**src/inc/sts_pkg.sv**
```systemverilog
// Package: register map, field layouts and carriers of the schedule timer
package sts_pkg;

  // Printed offsets are register indices; byte address is four times it
  localparam logic [13:0] IDX_SCHED1_START  = 14'h3206;
  localparam logic [13:0] IDX_SCHED1_STOP   = 14'h3207;
  localparam logic [13:0] IDX_SCHED1_DAY    = 14'h3208;
  localparam logic [13:0] IDX_SCHED1_ACTION = 14'h3209;
  localparam logic [13:0] IDX_SCHED1_REF    = 14'h320a;
  localparam logic [13:0] IDX_SCHED2_START  = 14'h320b;
  localparam logic [13:0] IDX_SCHED2_STOP   = 14'h320c;
  localparam logic [13:0] IDX_STATUS        = 14'h3220;
  localparam logic [13:0] IDX_NOW           = 14'h3221;

  // Time of day: hours in [15:8], minutes in [7:0], 00:00 to 24:00
  localparam int          TIME_HOUR_LSB  = 8;
  localparam logic [7:0]  TIME_HOUR_MAX  = 8'h18;
  localparam logic [7:0]  TIME_MIN_LIMIT = 8'h3c;
  localparam logic [15:0] TIME_MIDNIGHT  = 16'h0000;
  localparam logic [15:0] TIME_END_OF_DAY = 16'h1800;

  // Day selection codes
  localparam logic [3:0] DAY_OFF      = 4'h0;
  localparam logic [3:0] DAY_DAILY    = 4'h1;
  localparam logic [3:0] DAY_WORKWEEK = 4'h2;
  localparam logic [3:0] DAY_WEEKEND  = 4'h3;
  localparam logic [3:0] DAY_MONDAY   = 4'h4;
  localparam logic [3:0] DAY_MAX      = 4'ha;
  // Weekday input: 0 Monday through 6 Sunday
  localparam logic [2:0] WD_SATURDAY  = 3'h5;
  localparam logic [2:0] WD_SUNDAY    = 3'h6;

  // Action selection codes
  localparam logic [1:0] ACT_DOUT_ONLY = 2'h0;
  localparam logic [1:0] ACT_RUN       = 2'h1;
  localparam logic [1:0] ACT_RUN_NOPL  = 2'h2;

  // Reference source codes: 0..3 presets, 4 terminals, 5 serial
  localparam logic [2:0] REF_PRESET_ONE = 3'h0;
  localparam logic [2:0] REF_MAX        = 3'h5;

  // Status register bit positions
  localparam int ST_SCHED1_ACTIVE = 0;
  localparam int ST_SCHED2_WINDOW = 1;
  localparam int ST_RUN           = 2;
  localparam int ST_LOOP_OFF      = 3;

  localparam int NUM_SCHED = 2;

  typedef logic [15:0] sts_time_t;

  typedef struct packed {
    logic        psel;
    logic        penable;
    logic        pwrite;
    logic [15:0] paddr;
    logic [31:0] pwdata;
  } sts_apb_req_t;

  typedef struct packed {
    logic [31:0] prdata;
    logic        pready;
    logic        pslverr;
  } sts_apb_rsp_t;

  typedef struct packed {
    logic       dout;
    logic       run;
    logic       loop_off;
    logic       ref_valid;
    logic [2:0] ref_src;
  } sts_drive_t;

  // Legal clock reading, 24:00 included
  function automatic logic sts_time_ok(input sts_time_t t);
    logic [7:0] hr;
    logic [7:0] mn;
    hr = t[15:TIME_HOUR_LSB];
    mn = t[TIME_HOUR_LSB-1:0];
    return ((hr < TIME_HOUR_MAX) && (mn < TIME_MIN_LIMIT))
           || (t == TIME_END_OF_DAY);
  endfunction

endpackage

```
**src/rtl/sts_top.sv**
```systemverilog
// Weekly schedule timer: APB register file and drive command outputs
module sts_top
  import sts_pkg::*;
(
  input  wire logic         pclk,
  input  wire logic         presetn,
  input  wire sts_apb_req_t apb_req,
  output sts_apb_rsp_t      apb_rsp,
  input  wire sts_time_t    now_time,
  input  wire logic [2:0]   now_weekday,
  output sts_drive_t        drive
);

  //////////////////////////////////////////////////////////////////////////
  // State

  typedef struct packed {
    sts_time_t    s1_start;
    sts_time_t    s1_stop;
    logic [3:0]   s1_day;
    logic [1:0]   s1_action;
    logic [2:0]   s1_ref;
    sts_time_t    s2_start;
    sts_time_t    s2_stop;
    sts_apb_rsp_t rsp;
    sts_drive_t   drv;
    logic [1:0]   hits;
  } sts_state_t;

  sts_state_t st;
  sts_state_t next_st;

  //////////////////////////////////////////////////////////////////////////
  // Window evaluation

  sts_time_t  win_start [NUM_SCHED];
  sts_time_t  win_stop  [NUM_SCHED];
  logic [3:0] win_day   [NUM_SCHED];
  logic [1:0] win_hit;

  always_comb begin
    win_start[0] = st.s1_start;
    win_stop[0]  = st.s1_stop;
    win_day[0]   = st.s1_day;
    // Schedule two has no day code here; report its time window daily
    win_start[1] = st.s2_start;
    win_stop[1]  = st.s2_stop;
    win_day[1]   = DAY_DAILY;
  end

  genvar gi;
  generate
    for (gi = 0; gi < NUM_SCHED; gi++) begin : g_win
      sts_window u_win (
        .weekday (now_weekday),
        .now     (now_time),
        .start   (win_start[gi]),
        .stop    (win_stop[gi]),
        .day_sel (win_day[gi]),
        .hit     (win_hit[gi])
      );
    end
  endgenerate

  //////////////////////////////////////////////////////////////////////////
  // Bus decode

  logic [13:0] acc_idx;
  logic        acc_aligned;
  logic        acc_setup;
  logic        acc_commit;

  assign acc_idx     = apb_req.paddr[15:2];
  assign acc_aligned = (apb_req.paddr[1:0] == 2'h0);
  // First access cycle prepares the answer, second one completes it
  assign acc_setup   = apb_req.psel && apb_req.penable && !st.rsp.pready;
  assign acc_commit  = apb_req.psel && apb_req.penable && st.rsp.pready;

  function automatic logic [31:0] read_word(input sts_state_t s,
                                            input logic [13:0] idx,
                                            input sts_time_t t,
                                            input logic [2:0] wd);
    logic [31:0] w;
    w = 32'h0000_0000;
    case (idx)
      IDX_SCHED1_START:  w[15:0] = s.s1_start;
      IDX_SCHED1_STOP:   w[15:0] = s.s1_stop;
      IDX_SCHED1_DAY:    w[3:0]  = s.s1_day;
      IDX_SCHED1_ACTION: w[1:0]  = s.s1_action;
      IDX_SCHED1_REF:    w[2:0]  = s.s1_ref;
      IDX_SCHED2_START:  w[15:0] = s.s2_start;
      IDX_SCHED2_STOP:   w[15:0] = s.s2_stop;
      IDX_STATUS: begin
        w[ST_SCHED1_ACTIVE] = s.hits[0];
        w[ST_SCHED2_WINDOW] = s.hits[1];
        w[ST_RUN]           = s.drv.run;
        w[ST_LOOP_OFF]      = s.drv.loop_off;
      end
      IDX_NOW:           w[18:0] = {wd, t};
      default:           w = 32'h0000_0000;
    endcase
    return w;
  endfunction

  // Mapped index, and for writes a legal value; anything else errs
  function automatic logic access_bad(input logic [13:0] idx,
                                      input logic wr,
                                      input logic [31:0] d);
    logic bad;
    bad = 1'b0;
    case (idx)
      IDX_SCHED1_START, IDX_SCHED1_STOP,
      IDX_SCHED2_START, IDX_SCHED2_STOP:
        bad = wr && ((d[31:16] != 16'h0000) || !sts_time_ok(d[15:0]));
      IDX_SCHED1_DAY:
        bad = wr && (d > {28'h0, DAY_MAX});
      IDX_SCHED1_ACTION:
        bad = wr && (d > {30'h0, ACT_RUN_NOPL});
      IDX_SCHED1_REF:
        bad = wr && (d > {29'h0, REF_MAX});
      IDX_STATUS, IDX_NOW:
        bad = wr;
      default:
        bad = 1'b1;
    endcase
    return bad;
  endfunction

  //////////////////////////////////////////////////////////////////////////
  // Next state

  always_comb begin
    next_st = st;

    // Bus answer
    next_st.rsp.pready  = 1'b0;
    next_st.rsp.pslverr = 1'b0;
    if (acc_setup) begin
      next_st.rsp.pready  = 1'b1;
      next_st.rsp.pslverr = !acc_aligned
                            || access_bad(acc_idx, apb_req.pwrite,
                                          apb_req.pwdata);
      next_st.rsp.prdata  = apb_req.pwrite ? 32'h0000_0000
                            : read_word(st, acc_idx, now_time, now_weekday);
    end

    // Writes land only on the completing edge, and only when legal
    if (acc_commit && apb_req.pwrite && !st.rsp.pslverr) begin
      case (acc_idx)
        IDX_SCHED1_START:
          next_st.s1_start  = apb_req.pwdata[15:0];
        IDX_SCHED1_STOP:
          next_st.s1_stop   = apb_req.pwdata[15:0];
        IDX_SCHED1_DAY:
          next_st.s1_day    = apb_req.pwdata[3:0];
        IDX_SCHED1_ACTION:
          next_st.s1_action = apb_req.pwdata[1:0];
        IDX_SCHED1_REF:
          next_st.s1_ref    = apb_req.pwdata[2:0];
        IDX_SCHED2_START:
          next_st.s2_start  = apb_req.pwdata[15:0];
        IDX_SCHED2_STOP:
          next_st.s2_stop   = apb_req.pwdata[15:0];
        default: ;
      endcase
    end

    // Window results; an unreadable clock reading keeps everything idle
    next_st.hits = sts_time_ok(now_time) ? win_hit : 2'b00;

    // Drive command follows schedule one
    next_st.drv.dout      = next_st.hits[0];
    next_st.drv.run       = next_st.hits[0]
                            && (st.s1_action != ACT_DOUT_ONLY);
    next_st.drv.loop_off  = next_st.hits[0]
                            && (st.s1_action == ACT_RUN_NOPL);
    next_st.drv.ref_valid = next_st.drv.run;
    // Reference masked to preset one when not running, so idle is clean
    next_st.drv.ref_src   = next_st.drv.run ? st.s1_ref
                            : REF_PRESET_ONE;
  end

  //////////////////////////////////////////////////////////////////////////
  // Registers

  always_ff @(posedge pclk or negedge presetn) begin
    if (!presetn) begin
      st.s1_start       <= TIME_MIDNIGHT;
      st.s1_stop        <= TIME_MIDNIGHT;
      st.s1_day         <= DAY_OFF;
      st.s1_action      <= ACT_DOUT_ONLY;
      st.s1_ref         <= REF_PRESET_ONE;
      st.s2_start       <= TIME_MIDNIGHT;
      st.s2_stop        <= TIME_MIDNIGHT;
      st.rsp            <= '0;
      st.drv            <= '0;
      st.hits           <= 2'b00;
    end else begin
      st <= next_st;
    end
  end

  assign apb_rsp = st.rsp;
  assign drive   = st.drv;

endmodule

```
**src/rtl/sts_window.sv**
```systemverilog
// Window match: day selection against weekday, time against start and stop
module sts_window
  import sts_pkg::*;
(
  input  wire logic [2:0] weekday,
  input  wire sts_time_t  now,
  input  wire sts_time_t  start,
  input  wire sts_time_t  stop,
  input  wire logic [3:0] day_sel,
  output logic            hit
);

  function automatic logic day_match(input logic [3:0] sel,
                                     input logic [2:0] wd);
    logic weekend;
    weekend = (wd == WD_SATURDAY) || (wd == WD_SUNDAY);
    case (sel)
      DAY_OFF:      return 1'b0;
      DAY_DAILY:    return 1'b1;
      DAY_WORKWEEK: return !weekend;
      DAY_WEEKEND:  return weekend;
      default:      return (sel - DAY_MONDAY) == {1'b0, wd};
    endcase
  endfunction

  // Packed hh:mm compares in order; start above stop never opens
  always_comb begin
    hit = day_match(day_sel, weekday)
          && (now >= start) && (now < stop);
  end

endmodule

```
**config.mk**
```make
export PLATFORM = sky130hd
export DESIGN_NAME = sts_top
export DESIGN_NICKNAME = d
export VERILOG_FILES = /design/src/inc/sts_pkg.sv /design/src/rtl/sts_top.sv /design/src/rtl/sts_window.sv
export SDC_FILE = /design/constraint.sdc
export NUM_CORES = 1
export LEC_CHECK = 0
export BUFFER_PORTS_ARGS = -buffer_cell sky130_fd_sc_hd__buf_2
export CAP_MARGIN = 20
export CORE_ASPECT_RATIO = 0.7
export CORE_MARGIN = 2
export CORE_UTILIZATION = 57
export CTS_BUF_LIST = sky130_fd_sc_hd__clkbuf_4 sky130_fd_sc_hd__clkbuf_8 sky130_fd_sc_hd__clkbuf_16
export DETAILED_ROUTE_END_ITERATION = 12
export PLACE_DENSITY = 0.81
export SLEW_MARGIN = 15
export SYNTH_ARGS = -nofsm -noshare
export SYNTH_HDL_FRONTEND = slang
export SYNTH_SLANG_ARGS = --single-unit
```
**constraint.sdc**
```tcl
create_clock -name pclk -period 2.1 [get_ports pclk]
set_input_delay 0.21 -clock pclk [delete_from_list [all_inputs] [get_ports pclk]]
set_output_delay 0.21 -clock pclk [all_outputs]
set_load 0.05 [all_outputs]
```
==> impl_metrics.ini, run 1 <==
[final_layout]
area_growth_pct = 16.21
fin_cells = 974
layout-drive-gt1-share_pct = 25.70
num_antenna_cells = 0
final_common_cell = dfrtp_1
final_util_pct = 67.10
nets = 948
final_cell_mix = dfrtp_1 (101), buf_2 (98), nand2_1 (85)

[grt]
grt_usage_pct = 33.62
grt_max_degree = 42
grt-ovfl-total = 0
antenna_found_initial = 0
grt_pass1_vias = 5760
grt_pass1_wl_um = 32330

[floorplan]
die_area_sq_mm = 0.01265
num_io_pins = 113
start_util_pct = 57.74
fp.coreArea_sq_mm = 0.01160
chipWidth_um = 133.6
rows = 33
fp.dieH_um = 94.70

[clocking]
clockBufferDepth = 2
path_clk_slew_ns = 0.07
clk_latency_ns = 0.35
clock_sinks = 101
htreeDepth = 3
cts_tree = yes
cts_buffers = 9
cts_root_buf = clkbuf_16

[setup_path]
cp-end-kind = register
cp_max_fo = 6
crit_required_ns = 2.33
start_kind = register
setup.worst_path.class = reg2reg
worst-endpoint-arrival_ns = 2.41

[drt]
drtIter0Drc = 696
drcViolationCount = 0
final_antenna_net_count = 0
route.vias.total = 6133
drt-pass1-iter-count = 5
routed_via_density = 6.297
wire_per_inst_um = 21.44
finalWirelength_um = 20890

[sta]
slew_viol_final = 0
fin_crit_ns = 2.185
worst_pin_slew_ns = 0.6671
finalSetupViolCount = 1
final_hold_viol_count = 0
setup_ws_ns = -0.08503
slew-limit-headroom_pct = 55.52
period_share_pct = 104.0
tns_ns = -0.08503
fin_skew_ns = 0.009273
fmax_mhz = 457.7

[run_status]
violations = setup timing
status = finished, violations left

[yosys]
ys_seq_elements = 101
syn_area_per_cell_sq_um = 9.382
syn_area_sq_mm = 0.006699
synthFlopType = dfrtp_1
synth-edff-count = 0
ys_types = 67
synth_seq_area_share_pct = 37.73
yosysWarnings = 0
synthCells = 714
async_flop_share_pct = 100.0

[worst_hold_path]
min_path_type = in2reg

[power_and_ir_drop]
powerDensity_mw_per_mm2 = 519.5
power_uw = 4045
internal_power_uw = 2972
p_leak_uw = 0.003918
ir_worst_vdd_mv = 0.3762
seqPwrFrac_pct = 48.2
switchingPower_uw = 1072
comb_power_share_pct = 12.6
clockPowerShare_pct = 39.3
switching_share_pct = 26.51

[placed_design]
place_hpwl_um = 15880
place_inst = 956
gp_congestion = 1.007
place.port_buffers = 99
pre_cts_ws_ns = -0.1689

[flow_run]
maxCapViolations = 0
[cell usage after synthesis, types with 5 or more instances]
master	n	area share, %
a211oi_1	9	1.0
buf_4	42	4.7
mux2_4	10	2.2
inv_1	66	3.7
a22oi_1	12	1.3
nand3_1	9	0.67
o2bb2ai_1	11	1.4
o21ai_1	33	2.5
nor3_1	9	0.67
a21o_1	13	1.5
nor2b_1	5	0.47
ha_1	63	12
o21ai_0	45	3.4
nor2_1	18	1.0
a221oi_1	11	1.4
mux2_2	19	3.2
mux2i_1	8	1.2
clkbuf_1	10	0.56
nand2b_1	9	0.84
nor4_1	15	1.4
buf_2	13	0.97
a21oi_1	22	1.6
nand4_1	11	1.0
dfrtp_1	101	38
nand2_1	85	4.8
[worst paths after layout]
kind / cells past startpoint / to / slack (ns) / start
worst min-delay path: 3 / apb_rsp[18]$_DFFE_PN0P_ / 0.15 / now_weekday[0]
worst max-delay path: 7 / drive[4]$_DFF_PN0_ / -0.09 / st[98]$_DFFE_PN0P_
min in group asynchronous: 2 / st[75]$_DFFE_PN0P_ / 0.39 / presetn
worst max register to register: 7 / drive[4]$_DFF_PN0_ / -0.09 / st[98]$_DFFE_PN0P_
max in group asynchronous: 3 / st[114]$_DFFE_PN0P_ / 0.90 / presetn
worst min register to register: 2 / apb_rsp[17]$_DFFE_PN0P_ / 0.48 / apb_rsp[17]$_DFFE_PN0P_
[registers in the layout, summed over array words and instances (netlist names)]
signal and cells:
apb_rsp 21, drive 5, st 75
[critical path, cell delays in order, from the launching register on]
cell,delay (ns)
dfrtp_1,0.36
inv_1,0.07
ha_1,0.31
a21o_1,0.22
a2111oi_4,0.36
nand4_1,0.20
buf_6,0.20
nor4_1,0.34
[cell families after synthesis]
| logic type | after synthesis | synth area share, % |
|---|---|---|
| AND/OR/NAND/NOR | 190 | 15.02 |
| AO/OA/AOI/OAI | 182 | 17.43 |
| buffers and inverters | 134 | 10.38 |
| flip-flops | 101 | 37.73 |
| adder cells (fa/ha/maj) | 63 | 11.77 |
| multiplexers | 38 | 6.967 |
| XOR/XNOR | 5 | 0.6538 |
| other | 1 | 0.05598 |
[stage by stage]
stage,area (sq um),hold slack [ns]
after floorplan,6744,-0.08559
after global placement,7368,0.2262
after detailed placement,7368,0.2359
after CTS,7674,0.1454
after global routing,7785,0.1554
final,7785,0.1460
[power groups by stage]
stage	sequential [uW]	combinational [uW]	clock, uW
2_1_floorplan	1990	230	0
3_3_place_gp	1990	471	0
3_5_place_dp	1990	484	0
4_1_cts	1950	490	1590
5_1_grt	1950	545	1670
6_report	1950	508	1590
[layer usage]
metal	track usage, %	routed length (um)
met2	49.91	8866
met5	0	0
met3	7.032	2441
met4	10.11	525
met1	49.54	9051
[final cells by class]
class | instances | area (sq um)
Tap cell | 157 | 196.4
Sequential cell | 101 | 2527
Clock buffer | 12 | 254.0
Fill cell | 887 | 3817
Clock inverter | 3 | 22.52
Multi-Input combinational cell | 491 | 3632
Inverter | 66 | 247.7
Timing Repair Buffer | 144 | 904.6
[what timing repair did]
| action | in CTS | in global routing |
|---|---|---|
| hold endpoints to repair | 39 | 0 |
| resized for setup | 4 | 16 |
| endpoints found under the setup margin | 6 | 6 |
| buffers inserted | 0 | 2 |
| hold buffers | 1 | 0 |
| pin swaps | 1 | 5 |
No activity file was read; power rests on OpenSTA's default activity.
==> inputs of run 2 (changes only) <==
--- a/config.mk
+++ b/config.mk
@@ -9,10 +9,10 @@
 export CAP_MARGIN = 20
 export CORE_ASPECT_RATIO = 0.7
 export CORE_MARGIN = 2
-export CORE_UTILIZATION = 57
-export CTS_BUF_LIST = sky130_fd_sc_hd__clkbuf_4 sky130_fd_sc_hd__clkbuf_8 sky130_fd_sc_hd__clkbuf_16
+export CORE_UTILIZATION = 60
+export CTS_BUF_LIST = sky130_fd_sc_hd__clkbuf_16
 export DETAILED_ROUTE_END_ITERATION = 12
-export PLACE_DENSITY = 0.81
+export PLACE_DENSITY = 0.84
 export SLEW_MARGIN = 15
 export SYNTH_ARGS = -nofsm -noshare
 export SYNTH_HDL_FRONTEND = slang
==> constraint.sdc (replaced) <==
create_clock -name pclk -period 2.65 [get_ports pclk]
set_input_delay 0.265 -clock pclk [delete_from_list [all_inputs] [get_ports pclk]]
set_output_delay 0.265 -clock pclk [all_outputs]
set_load 0.05 [all_outputs]
==> impl_metrics.ini, run 2 (synthesized netlist as in run 1, its figures left out) <==
[run_status]
status = finished clean

[power_and_ir_drop]
internal_power_uw = 2290
power_uw = 3161
comb_power_share_pct = 11.4
ir_worst_vdd_mv = 0.2793
switching_share_pct = 27.54
p_leak_uw = 0.003767
switchingPower_uw = 870.7
seqPwrFrac_pct = 48.8
clockPowerShare_pct = 39.8
powerDensity_mw_per_mm2 = 428.1

[grt]
grt_max_degree = 36
grt_pass1_wl_um = 30480
grt_usage_pct = 33.50
grt_pass1_vias = 5629
antenna_found_initial = 0
grt-ovfl-total = 0

[setup_path]
start_kind = register
worst-endpoint-arrival_ns = 2.59
crit_required_ns = 2.88
worst-path-buf-inv = 1
crit_chain = inv_1, ha_1, a21oi_1, nor4b_1, a2111oi_0, nand4_1, nor4_1
cp-end-kind = register
critPathTopFamily = simple AND/OR/NAND/NOR gates
slowest_delay_ns = 0.44
cp_max_fo = 6
setup.worst_path.class = reg2reg
crit_path_top_delay_cell = nor4_1

[clocking]
clockBufferDepth = 2
cts_tree = yes
clk_latency_ns = 0.35
path_clk_slew_ns = 0.07
cts_root_buf = clkbuf_16
post_cts_buffers = 0
htreeDepth = 3
cts_buffers = 9
clock_sinks = 101

[placed_design]
gp_congestion = 0.9514
place_area_sq_mm = 0.007098
place.port_buffers = 99
place_hpwl_um = 14750

[final_layout]
num_antenna_cells = 0
area_growth_pct = 10.22
largest_register = st
final_area_sq_mm = 0.007383
final_util_pct = 67.55
final_cell_mix = dfrtp_1 (101), buf_2 (98), nand2_1 (85)
final_common_cell = dfrtp_1
layout-drive-gt1-share_pct = 21.42
largest_reg_flops = 75
nets = 919
n_fill_cell = 896

[floorplan]
chipWidth_um = 130.3
die_area_sq_mm = 0.01204
rows = 32
fp.dieH_um = 92.41
num_io_pins = 113
start_util_pct = 61.29
fp.coreArea_sq_mm = 0.01093

[drt]
finalWirelength_um = 19320
route.vias.total = 5792
wire_per_inst_um = 20.51
drcViolationCount = 0
final_antenna_net_count = 0
drt-pass1-iter-count = 5
routed_via_density = 6.149
drtIter0Drc = 570

[sta]
fmax_mhz = 423.6
tns_ns = 0
fin_crit_ns = 2.361
fin_skew_ns = 0.01223
finalSetupViolCount = 0
final_hold_viol_count = 0
worst_pin_slew_ns = 0.6814
period_share_pct = 89.08
slew_viol_final = 0
rsz0062_at_grt = no
slew-limit-headroom_pct = 54.57

[flow_run]
maxCapViolations = 0

[worst_hold_path]
min_path_type = in2reg
[run 2: cell types whose count changed in the layout (fill, tap and decap cells not counted), moves of 3 or more]
cell | previous run | this run
buf_12 | 5 | 0
o21ai_1 | 36 | 33
o21ai_0 | 42 | 45
buf_4 | 39 | 16
nor4_1 | 11 | 15
nor4_4 | 4 | 1
[run 2: worst reg2reg max path: stages (launching register included)]
cell       delay (ns)
dfrtp_1          0.38
inv_1            0.11
ha_1             0.25
a21oi_1          0.14
nor4b_1          0.08
a2111oi_0        0.43
nand4_1          0.40
nor4_1           0.45
[run 2: power by group through the flow]
stage,Sequential [uW],Combinational (uW),Clock (uW)
floorplan,1570,183,0
global placement,1570,341,0
detailed placement,1570,350,0
CTS,1540,353,1260
global route,1540,390,1320
finish,1540,360,1260
[run 2: cell type report]
| class | instances | area, sq um | share of cell area, % |
|---|---|---|---|
| multi-input combinational | 491 | 3521 | 47.69 |
| sequential | 101 | 2527 | 34.23 |
| timing repair buffer | 115 | 620.6 | 8.405 |
| inverter | 66 | 247.7 | 3.355 |
| clock buffer | 9 | 225.2 | 3.050 |
| tap | 153 | 191.4 | 2.593 |
| clock inverter | 7 | 50.05 | 0.6779 |
[run 2: path summary, 6_finish.rpt]
kind	slack (ns)	end	depth (start not counted)	from
worst min-delay path	0.18	apb_rsp[0]$_DFF_PN0_	3	apb_req[32]
worst min register to register	0.48	apb_rsp[13]$_DFFE_PN0P_	2	apb_rsp[13]$_DFFE_PN0P_
max in group asynchronous	1.53	st[98]$_DFFE_PN0P_	3	presetn
worst max-delay path	0.29	drive[0]$_DFF_PN0_	7	st[91]$_DFFE_PN0P_
min in group asynchronous	0.40	st[84]$_DFFE_PN0P_	2	presetn
worst max register to register	0.29	drive[0]$_DFF_PN0_	7	st[91]$_DFFE_PN0P_
[run 2: routing by layer]
| metal | share of wire (%) | vias up | routed length (um) | global-route usage (%) |
|---|---|---|---|---|
| met1 | 44 | 2774 | 8519 | 50.13 |
| met4 | 1.8 | 0 | 340 | 9.498 |
| met2 | 42 | 336 | 8100 | 47.73 |
| met3 | 12 | 37 | 2357 | 8.781 |
| li1 | - | 2645 | - | - |
| met5 | 0 | - | 0 | 0 |
[run 2: repair_timing]
item                                   4_1_cts  5_1_grt
hold buffers                                 1        0
endpoints found under the hold margin       32        0
resized for setup                            0        0
[run 2: per-stage QoR]
stage	std cells	hold slack, ns	worst slack [ns]
after floorplan	726	-0.03059	0.7450
after global placement	925	0.2442	0.4680
after detailed placement	925	0.2460	0.3128
after CTS	942	0.1764	0.3469
after global routing	942	0.1904	0.1023
final	942	0.1817	0.2893
